[src/common/gcr_pkg.sv]
// Package for the gas control and result register block: offsets, fields, timing.
// Assumes a byte-wide register port driven by the serial interface logic outside.
package gcr_pkg;

    // Register offsets
    localparam logic [7:0] GCR_OFS_STATUS = 8'h1D;
    localparam logic [7:0] GCR_OFS_PRESS_H = 8'h1F;
    localparam logic [7:0] GCR_OFS_PRESS_M = 8'h20;
    localparam logic [7:0] GCR_OFS_PRESS_L = 8'h21;
    localparam logic [7:0] GCR_OFS_TEMP_H = 8'h22;
    localparam logic [7:0] GCR_OFS_TEMP_M = 8'h23;
    localparam logic [7:0] GCR_OFS_TEMP_L = 8'h24;
    localparam logic [7:0] GCR_OFS_HUM_H = 8'h25;
    localparam logic [7:0] GCR_OFS_HUM_L = 8'h26;
    localparam logic [7:0] GCR_OFS_GAS_H = 8'h2A;
    localparam logic [7:0] GCR_OFS_GAS_L = 8'h2B;
    localparam logic [7:0] GCR_OFS_GAS_CTRL = 8'h71;

    // Field positions
    localparam int GCR_BIT_NEW_DATA = 7;
    localparam int GCR_BIT_GAS_MEAS = 6;
    localparam int GCR_BIT_MEASURING = 5;
    localparam int GCR_BIT_RUN_GAS = 4;
    localparam int GCR_BIT_GAS_VALID = 5;
    localparam int GCR_BIT_HEAT_STAB = 4;

    // Values after reset and set-point limit
    localparam logic [19:0] GCR_SKIP_VALUE = 20'h80000;
    localparam logic [7:0] GCR_CTRL_RESET = 8'h00;
    localparam logic [3:0] GCR_MAX_SETPOINT = 4'h9;

    // Timing: 1 ms wait step at 125 MHz
    localparam int GCR_CLK_MHZ = 125;
    localparam int GCR_STEP_US = 1000;
    localparam int GCR_STEP_CYCLES = GCR_STEP_US * GCR_CLK_MHZ;

    // Conversion sequencer states
    typedef enum logic [4:0] {
        GCR_IDLE = 5'b00001,
        GCR_TPH = 5'b00010,
        GCR_HEAT = 5'b00100,
        GCR_GAS = 5'b01000,
        GCR_STORE = 5'b10000
    } gcr_state_e;

endpackage

[src/hdl/gcr_regs.sv]
// Gas control and result register block of the environmental sensor.
// Assumes the serial interface logic presents a byte-wide register port and
// an analogue front end that returns raw results with a done pulse.
`timescale 1ns/100ps
module gcr_regs
    import gcr_pkg::*;
#(
    parameter int STEP_CYCLES = GCR_STEP_CYCLES // Cycles per 1 ms wait step
) (
    input wire logic sys_clk, // System clock, 125 MHz
    input wire logic resetn, // Asynchronous reset, active low
    input wire logic reg_wr, // Register write strobe
    input wire logic [7:0] reg_addr, // Register offset
    input wire logic [7:0] reg_wdata, // Write data
    output logic [7:0] reg_rdata, // Read data, results from shadow copy
    input wire logic reg_burst, // High during a host read burst
    input wire logic forced_start, // Pulse: start a forced-mode cycle
    input wire logic [7:0] gas_wait, // Wait setting of selected set-point
    input wire logic press_skip, // Pressure oversampling is off
    input wire logic temp_skip, // Temperature oversampling is off
    input wire logic conv_done, // Pulse: front end finished a phase
    input wire logic [19:0] fe_press, // Raw pressure from front end
    input wire logic [19:0] fe_temp, // Raw temperature from front end
    input wire logic [15:0] fe_hum, // Raw humidity from front end
    input wire logic [9:0] fe_gas, // Raw gas resistance from front end
    input wire logic [3:0] fe_gas_range, // Gas ADC range from front end
    input wire logic fe_heat_stable, // Heater reached its target
    output logic tph_start, // Level: run temperature, pressure, humidity
    output logic gas_start, // Level: run gas conversion
    output logic heat_on, // Level: heater driven
    output logic [3:0] heat_index // Set-point in use by the heater
);

    ////////////////////////////////////////////////////////////////////////
    // Declarations
    gcr_state_e state; // Sequencer state
    gcr_state_e next_state; // Next sequencer state
    logic [7:0] gas_control; // Control register
    logic [3:0] setpoint_selector; // Selected heater set-point
    logic run_gas; // Gas conversions enabled
    logic gas_real; // Current cycle has a real gas slot
    logic [19:0] press_res; // Pressure result
    logic [19:0] temp_res; // Temperature result
    logic [15:0] hum_res; // Humidity result
    logic [9:0] gas_res; // Gas resistance result
    logic [3:0] gas_range; // Gas ADC range
    logic gas_valid; // Last gas slot was real
    logic heat_stab; // Heater was stable
    logic new_data; // New data flag
    logic [3:0] meas_index; // Gas measurement index
    logic [13:0] wait_left; // Remaining wait steps
    logic [13:0] wait_load; // Scaled wait length
    logic step_tick; // One wait step elapsed
    logic [79:0] live_set; // Live result set
    logic [79:0] shadow_set; // Stable copy for reads
    logic rd_new_data; // Flag as frozen for reads
    logic [7:0] status_byte; // Status register image

    assign setpoint_selector = gas_control[3:0];
    assign run_gas = gas_control[GCR_BIT_RUN_GAS];

    ////////////////////////////////////////////////////////////////////////
    // Control register write
    always_ff @(posedge sys_clk or negedge resetn) begin
        if (!resetn) begin
            gas_control <= GCR_CTRL_RESET;
        end else if (reg_wr && reg_addr == GCR_OFS_GAS_CTRL) begin
            gas_control <= {3'h0, reg_wdata[4:0]};
        end
    end

    ////////////////////////////////////////////////////////////////////////
    // Wait length: 6-bit count times 1, 4, 16 or 64
    always_comb begin
        unique case (gas_wait[7:6])
            2'b00: wait_load = {8'h00, gas_wait[5:0]};
            2'b01: wait_load = {6'h00, gas_wait[5:0], 2'h0};
            2'b10: wait_load = {4'h0, gas_wait[5:0], 4'h0};
            2'b11: wait_load = {2'h0, gas_wait[5:0], 6'h00};
        endcase
    end

    gcr_tick #(
        .STEP_CYCLES(STEP_CYCLES)
    ) u_tick (
        .sys_clk(sys_clk),
        .resetn(resetn),
        .run(state == GCR_HEAT && wait_left != 14'h0),
        .tick(step_tick)
    );

    ////////////////////////////////////////////////////////////////////////
    // Sequencer next state: every cycle passes through a gas slot
    always_comb begin
        next_state = state;
        unique case (state)
            GCR_IDLE: begin
                if (forced_start) begin
                    next_state = GCR_TPH;
                end
            end
            GCR_TPH: begin
                if (conv_done) begin
                    next_state = GCR_HEAT;
                end
            end
            GCR_HEAT: begin
                if (wait_left == 14'h0) begin
                    next_state = GCR_GAS;
                end
            end
            GCR_GAS: begin
                if (conv_done) begin
                    next_state = GCR_STORE;
                end
            end
            GCR_STORE: begin
                next_state = GCR_IDLE;
            end
            default: begin
                next_state = GCR_IDLE;
            end
        endcase
    end

    ////////////////////////////////////////////////////////////////////////
    // Sequencer state register
    // Illegal codes fall back to idle through the next-state default
    always_ff @(posedge sys_clk or negedge resetn) begin
        if (!resetn) begin
            state <= GCR_IDLE;
        end else begin
            state <= next_state;
        end
    end

    ////////////////////////////////////////////////////////////////////////
    // Cycle setup: gas real only when enabled at forced start
    always_ff @(posedge sys_clk or negedge resetn) begin
        if (!resetn) begin
            gas_real <= 1'b0;
            heat_index <= 4'h0;
        end else if (state == GCR_IDLE && forced_start) begin
            gas_real <= run_gas;
            // Out-of-range selector falls back to the last set-point
            heat_index <= (setpoint_selector > GCR_MAX_SETPOINT) ?
                GCR_MAX_SETPOINT : setpoint_selector;
        end
    end

    ////////////////////////////////////////////////////////////////////////
    // Wait countdown for the heat phase; dummy slots skip the wait
    // A zero count means no wait: the gas phase follows after one cycle
    always_ff @(posedge sys_clk or negedge resetn) begin
        if (!resetn) begin
            wait_left <= 14'h0;
        end else if (state == GCR_TPH && conv_done) begin
            wait_left <= gas_real ? wait_load : 14'h0;
        end else if (step_tick && wait_left != 14'h0) begin
            wait_left <= wait_left - 14'h1;
        end
    end

    ////////////////////////////////////////////////////////////////////////
    // Front-end controls
    assign tph_start = (state == GCR_TPH);
    assign heat_on = (state == GCR_HEAT || state == GCR_GAS) && gas_real;
    assign gas_start = (state == GCR_GAS) && gas_real;

    ////////////////////////////////////////////////////////////////////////
    // Temperature, pressure, humidity results captured at end of phase
    always_ff @(posedge sys_clk or negedge resetn) begin
        if (!resetn) begin
            press_res <= GCR_SKIP_VALUE;
            temp_res <= GCR_SKIP_VALUE;
            hum_res <= 16'h0;
        end else if (state == GCR_TPH && conv_done) begin
            // Skipped channels read the mid-scale marker
            press_res <= press_skip ? GCR_SKIP_VALUE : fe_press;
            temp_res <= temp_skip ? GCR_SKIP_VALUE : fe_temp;
            hum_res <= fe_hum;
        end
    end

    ////////////////////////////////////////////////////////////////////////
    // Gas status captured at end of each gas slot, gas results only at end of a real one
    always_ff @(posedge sys_clk or negedge resetn) begin
        if (!resetn) begin
            gas_res <= 10'h0;
            gas_range <= 4'h0;
            gas_valid <= 1'b0;
            heat_stab <= 1'b0;
            meas_index <= 4'h0;
        end else if (state == GCR_GAS && conv_done) begin
            gas_valid <= gas_real;
            heat_stab <= gas_real && fe_heat_stable;
            meas_index <= heat_index;
            if (gas_real) begin
                gas_res <= fe_gas;
                gas_range <= fe_gas_range;
            end
        end
    end

    ////////////////////////////////////////////////////////////////////////
    // New data: set at store, cleared when the status byte is read out
    // New results win over a clear in the same cycle
    always_ff @(posedge sys_clk or negedge resetn) begin
        if (!resetn) begin
            new_data <= 1'b0;
        end else if (state == GCR_STORE) begin
            new_data <= 1'b1;
        end else if (!reg_burst && rd_new_data && reg_addr == GCR_OFS_STATUS) begin
            new_data <= 1'b0;
        end
    end

    ////////////////////////////////////////////////////////////////////////
    // Live set and shadow copy; the shadow only updates between bursts
    // so a burst read never mixes two measurement cycles
    assign live_set = {press_res, temp_res, hum_res, gas_res, gas_range,
        gas_valid, heat_stab, new_data, meas_index, 3'h0};

    gcr_shadow #(
        .WIDTH(80)
    ) u_shadow (
        .sys_clk(sys_clk),
        .resetn(resetn),
        .hold(reg_burst),
        .live(live_set),
        .shadow(shadow_set)
    );

    assign rd_new_data = shadow_set[7];

    ////////////////////////////////////////////////////////////////////////
    // Status byte: busy flags are live, the rest from the shadow
    // so a host polling inside a burst still sees the cycle end
    always_comb begin
        status_byte = 8'h00;
        status_byte[GCR_BIT_NEW_DATA] = shadow_set[7];
        status_byte[GCR_BIT_GAS_MEAS] = (state == GCR_GAS) && gas_real;
        status_byte[GCR_BIT_MEASURING] = (state != GCR_IDLE);
        status_byte[3:0] = shadow_set[6:3];
    end

    ////////////////////////////////////////////////////////////////////////
    // Read data register; unmapped offsets read zero
    always_ff @(posedge sys_clk or negedge resetn) begin
        if (!resetn) begin
            reg_rdata <= 8'h00;
        end else begin
            unique case (reg_addr)
                GCR_OFS_STATUS: reg_rdata <= status_byte;
                GCR_OFS_PRESS_H: reg_rdata <= shadow_set[79:72];
                GCR_OFS_PRESS_M: reg_rdata <= shadow_set[71:64];
                // Result bits 3:0 in the upper nibble, low nibble always reads zero
                GCR_OFS_PRESS_L: reg_rdata <= {shadow_set[63:60], 4'h0};
                GCR_OFS_TEMP_H: reg_rdata <= shadow_set[59:52];
                GCR_OFS_TEMP_M: reg_rdata <= shadow_set[51:44];
                GCR_OFS_TEMP_L: reg_rdata <= {shadow_set[43:40], 4'h0};
                GCR_OFS_HUM_H: reg_rdata <= shadow_set[39:32];
                GCR_OFS_HUM_L: reg_rdata <= shadow_set[31:24];
                GCR_OFS_GAS_H: reg_rdata <= shadow_set[23:16];
                GCR_OFS_GAS_L: reg_rdata <= {shadow_set[15:14], shadow_set[9:8], shadow_set[13:10]};
                GCR_OFS_GAS_CTRL: reg_rdata <= gas_control;
                default: reg_rdata <= 8'h00;
            endcase
        end
    end

    // Heater set-point registers are used as given; the host must keep them
    // steady while measuring is reported, since the wait setting is only
    // sampled once the TPH phase ends and a late change would mix two
    // set-points within one cycle.
endmodule

[src/hdl/gcr_shadow.sv]
// Shadow copy of the result set, frozen while a multi-byte read burst runs.
// Assumes hold goes high for the length of a host read burst.
`timescale 1ns/100ps
module gcr_shadow #(
    parameter int WIDTH = 80 // Bits in the result set
) (
    input wire logic sys_clk, // System clock
    input wire logic resetn, // Asynchronous reset, active low
    input wire logic hold, // Freeze the copy while high
    input wire logic [WIDTH-1:0] live, // Live result set
    output logic [WIDTH-1:0] shadow // Stable copy for the host
);
    ////////////////////////////////////////////////////////////////////////
    // Follow the live set only while no read burst is running
    always_ff @(posedge sys_clk or negedge resetn) begin
        if (!resetn) begin
            shadow <= '0;
        end else if (!hold) begin
            shadow <= live;
        end
    end
endmodule

[src/hdl/gcr_tick.sv]
// Divider producing a one-cycle enable once per wait step.
// Assumes a single free-running clock.
`timescale 1ns/100ps
module gcr_tick #(
    parameter int STEP_CYCLES = 125000 // Clock cycles per wait step
) (
    input wire logic sys_clk, // System clock
    input wire logic resetn, // Asynchronous reset, active low
    input wire logic run, // Count while high, clear while low
    output logic tick // One-cycle pulse each step
);
    logic [31:0] count; // Cycles within current step

    ////////////////////////////////////////////////////////////////////////
    // Step counter, restarts whenever the wait is not running
    always_ff @(posedge sys_clk or negedge resetn) begin
        if (!resetn) begin
            count <= 32'h0;
            tick <= 1'b0;
        end else if (!run) begin
            count <= 32'h0;
            tick <= 1'b0;
        end else if (count == 32'(STEP_CYCLES - 1)) begin
            count <= 32'h0;
            tick <= 1'b1;
        end else begin
            count <= count + 32'h1;
            tick <= 1'b0;
        end
    end
endmodule

[config.mk]
export PLATFORM = sky130hd
export DESIGN_NAME = gcr_regs
export DESIGN_NICKNAME = d
export VERILOG_FILES = /design/src/common/gcr_pkg.sv /design/src/hdl/gcr_regs.sv /design/src/hdl/gcr_shadow.sv /design/src/hdl/gcr_tick.sv
export SDC_FILE = /design/constraint.sdc
export NUM_CORES = 1
export LEC_CHECK = 0
export BUFFER_PORTS_ARGS = -buffer_cell sky130_fd_sc_hd__buf_2
export CORE_UTILIZATION = 28
export CTS_CLUSTER_SIZE = 20
export DETAILED_ROUTE_END_ITERATION = 10
export GPL_TIMING_DRIVEN = 1
export SLEW_MARGIN = 20
export SYNTH_ARGS = -nofsm -noshare
export SYNTH_HDL_FRONTEND = slang
export SYNTH_SLANG_ARGS = --single-unit
export TNS_END_PERCENT = 50
[constraint.sdc]
create_clock -name sys_clk -period 6.2 [get_ports sys_clk]
set_clock_uncertainty 0.15 [all_clocks]
set_input_delay 0.31 -clock sys_clk [delete_from_list [all_inputs] [get_ports sys_clk]]
set_output_delay 0.31 -clock sys_clk [all_outputs]
set_load 0.005 [all_outputs]
==> results.toml, run 1 <==
[status]
status = "complete, but fails checks"
violations = "design-rule violations"

[critical_path]
criticalPathCategory = "reg -> reg"
worst-path-buf-inv = 1
rrSetupSlack_ps = 3620
critPathMaxFanout = 32
cp_cell_sequence = "inv_1 -> ha_1 -> nor3b_1 -> nand4_1 -> nand3b_1 -> nand2b_4 -> nor2_1"
crit_path_end_kind = "flop"
start_kind = "flop"
max_stage_delay_ps = 420
worstPathRequired_ps = 6430
crit_family = "simple AND/OR/NAND/NOR gates"
arrival_ps = 2800
slowest_stage = "nand4_1"

[placement]
dp_hpwl_mm = 17.70
gp_congestion = 0.8894
port_buffers = 114
dpl-instance-area_sq_mm = 0.01122
dp_slack_ps = 3239

[synth]
synthCells = 932
syn-num-nets = 1037
synth_cell_types = 67
synth_ff_type = "dfrtp_1"
yosysWarnings = 0
seq_area_frac_synth_pct = 54.62
synthArstFlopShare_pct = 100.0
ys_ff_latch = 224
synth_area_sq_mm = 0.01027
avgSynthCellArea_sq_um = 11.02
synth_edf_count = 0

[grt]
grt_pass1_vias = 7695
antenna_found_initial = 2
overflow = 0
grt_max_degree = 98
grt.total_usage_pct = 14.01
grt_pass1_wl_mm = 42.10

[final_layout]
layout_common_cells = "221 x dfrtp_1, 162 x nand2_1, 112 x buf_2"
layout_commonest_cell = "dfrtp_1"
layout.nets = 1209
postLayoutCellArea_sq_mm = 0.01276
layout-drive-gt1-share_pct = 25.83
fin_util_pct = 35.62
area_growth_pct = 24.28

[detailed_routing]
ant_nets = 0
wl_per_cell_um = 16.44
routed_wl_mm = 25.98
drc = 18
vias = 7561
via_per_inst = 4.782
dr.pass1.iters = 10
drt-initial-drc-count = 434

[power_and_ir_drop]
p_per_area_mw_per_mm2 = 325.5
p_comb_share_pct = 17.4
clkPwrFrac_pct = 32.5
p_seq_share_pct = 50.0
p_sw_share_pct = 28.54
switchingPower_w = 0.001186
p_leak_nw = 5.906
internal_power_w = 0.002969
finalPower_w = 0.004155
ir_drop_uv = 218.4

[clock_tree]
clock-sinks = 224
cts-root-buf = "clkbuf_16"
ctsLongestPathBuffers = 3
cts.htree.levels = 1
cts.clk_slew.worst_paths_ps = 60
cts_buffers = 24
post_cts_buffers = 0
cts_tree = "yes"
ctsResizeCount = 0
clk_latency_ps = 520

[die]
core_area_sq_mm = 0.03583
rows = 69
die_y_um = 193.5
start_util_pct = 28.66
dieArea_sq_mm = 0.03744
ioPinCount = 118
die_x_um = 193.5

[timing]
slew_violations = 0
worst_slack_ps = 3621
min_period_over_period_pct = 41.60
setup_viol = 0
worstMarginPinSlew_ps = 1054
slew_headroom_pct = 29.17
tns_ps = 0
clock.fmax_mhz = 387.7
finalHoldViolCount = 0
rsz0062_at_grt = "false"
min_period_ps = 2579

[hold_path]
min_path_type = "in -> reg"

[run]
maxCapViolations = 0
cells in the mapped netlist, types with 7 or more instances:
master    number  area (sq um)
mux2_2       105          1182
o21ai_0       20         100.1
a22oi_1        8         60.06
nand2b_1       7         43.79
nor3_2         9         90.09
nor3_1        14         70.07
a21oi_1       17         85.08
nand2_1      162         608.1
and3_1         8         50.05
nor4_1        10         62.56
xor2_1        14         122.6
nor2_2         8         50.05
mux2i_1       15         150.1
xnor2_1       27         236.5
clkbuf_1      33         123.9
nor2_1        53         198.9
nand3_1       28         140.1
nand3b_1      49         367.9
buf_2          7         35.03
inv_1         11         41.29
dfrtp_1      221          5530
nand4_1        8         50.05
cells by family after synthesis:
group | after synthesis | synth area share (%)
AO/OA/AOI/OAI | 79 | 5.020
XOR/XNOR | 41 | 3.497
adder cells (fa/ha/maj) | 2 | 0.2437
buffers and inverters | 63 | 2.693
flip-flops | 224 | 54.62
multiplexers | 121 | 13.20
AND/OR/NAND/NOR | 402 | 20.73
worst reg2reg max path, delay by kind of cell (launching register included):
family	cells	cell delay (ps)
adders and majority gates	1	230
buffers and inverters	1	100
DFF	1	390
and+or+nand+nor	5	1590
layout make-up:
cell class	instances	area, sq um
Timing Repair Buffer	198	1414
Sequential cell	224	5609
Antenna cell	1	2.502
Tap cell	461	576.8
Inverter	11	41.29
Multi-Input combinational cell	645	4384
Clock inverter	8	80.08
Clock buffer	33	654.4
Fill cell	3568	23070
metrics by stage:
stage | hold slack [ps] | instances
CTS | 10.07 | 1580
global placement | 244.8 | 1459
finish | 23.21 | 1581
detailed placement | 246.3 | 1459
floorplan | -135.6 | 932
global route | 25.69 | 1580
registers in the layout (all words and copies together), names as in the netlist:
name	cells
hum_res	16
gas_real	1
gas_res	10
state	5
gas_control	5
u_tick.tick	1
wait_left	14
heat_index	4
meas_index	4
new_data	1
gas_valid	1
gas_range	4
u_tick.count	32
temp_res	20
reg_rdata	8
u_shadow.shadow	77
press_res	20
heat_stab	1
metal layers:
layer	wire length, um	track usage [%]
met1	12490	19.99
met2	11480	21.34
met3	1356	2.667
met4	624	4.444
met5	32	0
power groups by stage:
stage          Clock, W  Sequential, W  Combinational [W]
2_1_floorplan         0        0.00200           0.000506
3_3_place_gp          0        0.00209           0.000672
3_5_place_dp          0        0.00210           0.000691
4_1_cts         0.00139        0.00207           0.000733
5_1_grt         0.00144        0.00212           0.000822
6_report        0.00135        0.00208           0.000724
final timing paths:
kind,from,end,cells past startpoint
max,wait_left[0],u_tick.count[9],7
min,gas_wait[0],wait_left[0],3
max reg2reg,wait_left[0],u_tick.count[9],7
min reg2reg,press_res[19],press_res[19],2
max in group asynchronous,resetn,gas_res[2],3
min in group asynchronous,resetn,u_shadow.shadow[43],2
timing repair:
action	4_1_cts	5_1_grt
endpoints found under the hold margin	170	0
setup endpoints to repair	0	0
hold buffers	80	0
Note: power is estimated with default switching activity, not from simulation.
==> inputs of run 2 (changes only) <==
- clock period: 6.2 -> 2.45 ns (I/O delays scaled with it)
==> results.toml, run 2 (synthesis results as in run 1) <==
[timing]
min_period_over_period_pct = 93.92
slew_headroom_pct = 52.70
finalHoldViolCount = 0
worst_slack_ps = 148.9
setup_viol = 0
rsz0062_at_grt = "false"
clock.fmax_mhz = 434.6
tns_ps = 0
worstMarginPinSlew_ps = 708.1
slew_violations = 0
min_period_ps = 2301

[final_layout]
reg.largest.list = "u_shadow.shadow x77, u_tick.count x32"
largest_reg_flops = 77
layout-drive-gt1-share_pct = 26.84
area_growth_pct = 30.72
regMostFlops = "u_shadow.shadow"
layout_common_cells = "220 x dfrtp_1, 162 x nand2_1, 112 x buf_2"
layout.nets = 1255
layout_commonest_cell = "dfrtp_1"
n_fill_cell = 3508
diodes = 0

[clock_tree]
cts.clk_slew.worst_paths_ps = 60
ctsLongestPathBuffers = 3
post_cts_buffers = 0
cts_buffers = 25
clk_latency_ps = 530
cts-root-buf = "clkbuf_16"
clock-sinks = 224
cts_tree = "yes"
cts.htree.levels = 1

[grt]
grt.total_usage_pct = 14.61
antenna_found_initial = 0
grt_pass1_wl_mm = 44.02
overflow = 0
grt_pass1_vias = 7968
grt_max_degree = 89

[power_and_ir_drop]
p_comb_share_pct = 17.6
clkPwrFrac_pct = 34.9
internal_power_w = 0.007995
p_leak_nw = 6.208
switchingPower_w = 0.003064
p_sw_share_pct = 27.71
p_per_area_mw_per_mm2 = 823.9
ir_drop_uv = 467.8
p_seq_share_pct = 47.5

[die]
rows = 69
die_y_um = 193.5
core_area_sq_mm = 0.03583
start_util_pct = 28.66
ioPinCount = 118
die_x_um = 193.5
dieArea_sq_mm = 0.03744

[critical_path]
r2r_start = "state[0]"
cp_cell_sequence = "nand2b_1 -> nor3_2 -> nand3b_1 -> buf_12 -> a41oi_1 -> dlygate4sd3_1 -> a21oi_1"
criticalPathCategory = "reg -> reg"
crit_path_end_kind = "flop"
start_kind = "flop"
critPathMaxFanout = 64
max_stage_delay_ps = 600
worstReg2RegEnd = "wait_left[10]"
worstPathRequired_ps = 2740
crit_family = "buffers and inverters"
rrSetupSlack_ps = 150
arrival_ps = 2590
slowest_stage = "dlygate4sd3_1"
worst-path-buf-inv = 2
reg2regPathDepth = 7

[detailed_routing]
routed_wl_mm = 26.59
vias = 7692
drt-initial-drc-count = 466
dr.pass1.iters = 10
wl_per_cell_um = 16.34
via_per_inst = 4.728
drc = 9
ant_nets = 0

[placement]
dp_hpwl_mm = 18.16
gp_congestion = 0.8729
dp_slack_ps = 214.6
port_buffers = 114

[status]
violations = "design-rule violations"
status = "complete, but fails checks"

[run]
maxCapViolations = 0

[hold_path]
min_path_type = "in -> async"
## run 2: worst max-delay path by stage
| stage | from | endpoint | slack [ps] | depth (start not counted) |
|---|---|---|---|---|
| 2_1_floorplan | u_tick.count[0] | u_tick.count[17] | 390 | 7 |
| 4_1_cts | state[1] | wait_left[8] | 30 | 6 |
| 3_3_place_gp | u_tick.count[0] | u_tick.count[7] | 260 | 7 |
| 3_5_place_dp | u_tick.count[0] | u_tick.count[3] | 210 | 7 |
| 5_1_grt | wait_left[0] | u_tick.count[4] | 0.4 | 8 |
| 6_report | state[0] | wait_left[10] | 150 | 7 |
## run 2: stage by stage
| step | cells | hold slack [ps] | instance area (sq um) | utilization (%) | total power [W] |
|---|---|---|---|---|---|
| 2_1_floorplan | 932 | -323.1 | 10270 | - | 0.006344 |
| 3_3_place_gp | 1473 | -86.49 | 11430 | 31.90 | 0.007033 |
| 3_5_place_dp | 1473 | -85.36 | 11430 | 31.90 | 0.007114 |
| 4_1_cts | 1627 | 7.741 | 13410 | 37.44 | 0.01118 |
| 5_1_grt | 1627 | 27.78 | 13420 | 37.46 | 0.01169 |
| 6_report | 1627 | 35.41 | 13420 | 37.46 | 0.01106 |
## run 2: metal layers
metal,track usage [%],share of wire [%],vias to the layer above
met4,4.741,2.8,0
li1,-,-,3691
met1,20.57,48,3793
met2,22.77,44,163
met3,2.458,4.6,45
met5,0,0,-
## run 2: power by group through the flow
| stage | Clock (W) | Sequential [W] | Combinational (W) |
|---|---|---|---|
| CTS | 0.00398 | 0.00524 | 0.00196 |
| finish | 0.00386 | 0.00525 | 0.00194 |
| global route | 0.00413 | 0.00537 | 0.00220 |
| global placement | 0 | 0.00527 | 0.00176 |
| detailed placement | 0 | 0.00531 | 0.00181 |
| floorplan | 0 | 0.00506 | 0.00128 |
## run 2: worst reg2reg max path, stage by stage (launching register included)
cell and delay, ps:
dfstp_2 580, nand2b_1 190, nor3_2 70, nand3b_1 130, buf_12 280, a41oi_1 100, dlygate4sd3_1 600, a21oi_1 120
## run 2: repair_timing
action                                  CTS  global route
hold buffers                            111             0
resized for setup                         0             3
endpoints found under the setup margin    0             6
hold endpoints to repair                337             0
## run 2: final cells by class
| class | instances | area [sq um] | area share, % |
|---|---|---|---|
| Multi-Input combinational cell | 645 | 4392 | 32.72 |
| Inverter | 11 | 41.29 | 0.3076 |
| Timing Repair Buffer | 243 | 1947 | 14.50 |
| Sequential cell | 224 | 5610 | 41.80 |
| Clock buffer | 33 | 715.7 | 5.332 |
| Clock inverter | 10 | 140.1 | 1.044 |
| Tap cell | 461 | 576.8 | 4.297 |
==> inputs of run 3 (changes only) <==
- clock period: 2.45 -> 1.9 ns (I/O delays scaled with it)
==> results.toml, run 3 (synthesis results as in run 1) <==
[status]
status = "complete, but fails checks"
violations = "design-rule violations, negative setup slack"

[die]
ioPinCount = 118
core_area_sq_mm = 0.03583
dieArea_sq_mm = 0.03744
die_y_um = 193.5
start_util_pct = 28.66
die_x_um = 193.5
rows = 69

[hold_path]
min_path_type = "in -> reg"

[power_and_ir_drop]
p_leak_nw = 6.677
internal_power_w = 0.01057
p_comb_share_pct = 19.8
p_per_area_mw_per_mm2 = 1031
switchingPower_w = 0.004124
p_seq_share_pct = 46.5
clkPwrFrac_pct = 33.7
p_sw_share_pct = 28.06
ir_drop_uv = 576.6

[grt]
grt_max_degree = 81
grt_pass1_wl_mm = 44.14
grt.total_usage_pct = 14.59
overflow = 0
grt_pass1_vias = 8136
antenna_found_initial = 1

[final_layout]
layout.nets = 1337
reg.largest.list = "u_shadow.shadow x77, u_tick.count x32"
largest_reg_flops = 77
layout_commonest_cell = "dfrtp_1"
postLayoutCellArea_sq_mm = 0.01425
layout_common_cells = "219 x dfrtp_1, 161 x nand2_1, 110 x buf_2"
area_growth_pct = 38.82
regMostFlops = "u_shadow.shadow"
layout-drive-gt1-share_pct = 34.29
fin_util_pct = 39.79

[critical_path]
criticalPathCategory = "reg -> reg"
cp_cell_sequence = "ha_2 -> nand2_2 -> or3_1 -> or4_4 -> nand2b_4 -> buf_12 -> nor2_1"
max_stage_delay_ps = 510
critPathMaxFanout = 18
start_kind = "flop"
worst-path-buf-inv = 1
worstPathRequired_ps = 2140
slowest_stage = "or4_4"
arrival_ps = 2260
crit_path_end_kind = "flop"
crit_family = "simple AND/OR/NAND/NOR gates"

[timing]
slew_violations = 0
setup_viol = 32
rsz0062_at_grt = "true"
min_period_ps = 2018
clock.fmax_mhz = 495.5
timing.hold.ws_ps = 53.58
worstMarginPinSlew_ps = 669.6
slew_headroom_pct = 54.79
min_period_over_period_pct = 106.2
worst_slack_ps = -118.0
finalHoldViolCount = 0

[clock_tree]
cts_tree = "yes"
clk_latency_ps = 520
ctsLongestPathBuffers = 3
cts_buffers = 25
clock-sinks = 224
cts.htree.levels = 1
cts.clk_slew.worst_paths_ps = 60
cts-root-buf = "clkbuf_16"

[detailed_routing]
drc = 12
wl_per_cell_um = 15.95
ant_nets = 0
routed_wl_mm = 27.32
vias = 8009
drt-initial-drc-count = 469
dr.pass1.iters = 9
via_per_inst = 4.675

[placement]
dp_hpwl_mm = 19.22
dpl-instance-area_sq_mm = 0.01208
dp_slack_ps = -115.4
gp_congestion = 0.9209
port_buffers = 114

[run]
maxCapViolations = 0
run 3: through the flow:
| step | setup TNS (ps) | instances | power, W |
|---|---|---|---|
| 3_3_place_gp | -2774 | 1553 | 0.009339 |
| 3_5_place_dp | -3383 | 1553 | 0.009431 |
| 4_1_cts | -3362 | 1706 | 0.01470 |
| 2_1_floorplan | -2332 | 932 | 0.008191 |
| 6_report | -3159 | 1713 | 0.01470 |
| 5_1_grt | -6459 | 1713 | 0.01553 |
run 3: routing by layer:
metal  track usage (%)  part of all wire (%)  up-vias
met3             2.371                   4.9       36
met4             3.793                   1.9        0
li1                  -                     -     3861
met2             21.75                    43      192
met5                 0                     0        -
met1             21.77                    50     3920
run 3: layout make-up:
type | count | area (sq um)
multi-input combinational | 645 | 4541
antenna | 1 | 2.502
inverter | 11 | 41.29
clock inverter | 11 | 141.4
clock buffer | 35 | 713.2
tap | 461 | 576.8
fill | 3422 | 21570
timing repair buffer | 325 | 2628
sequential | 224 | 5612
run 3: power groups by stage:
stage	sequential (W)	clock, W	combinational, W
after floorplan	0.00653	0	0.00166
after global placement	0.00683	0	0.00251
after detailed placement	0.00687	0	0.00257
after CTS	0.00679	0.00511	0.00279
after global routing	0.00699	0.00528	0.00326
final	0.00684	0.00495	0.00291
run 3: what timing repair did:
item	in CTS	in global routing
setup buffers	2	5
hold buffers	105	0
pin swaps	5	12
gates cloned	0	1
gates resized for setup	14	24
endpoints found under the setup margin	50	115
hold endpoints to repair	320	0
run 3: worst min-delay path: stages:
cell	delay (ps)
buf_4	120
buf_12	210
nand2_1	120
o21ai_0	70
run 3: path summary, 6_finish.rpt:
kind                                 start                   to  slack (ps)  cells after the start
max                        u_tick.count[1]      u_tick.count[8]        -120                      7
min                              reg_burst   u_shadow.shadow[9]          50                      4
max reg2reg                u_tick.count[1]      u_tick.count[8]        -120                      7
min reg2reg                   temp_res[19]         temp_res[19]         300                      2
max in group asynchronous           resetn             state[0]         420                      4
min in group asynchronous           resetn  u_shadow.shadow[42]         490                      3
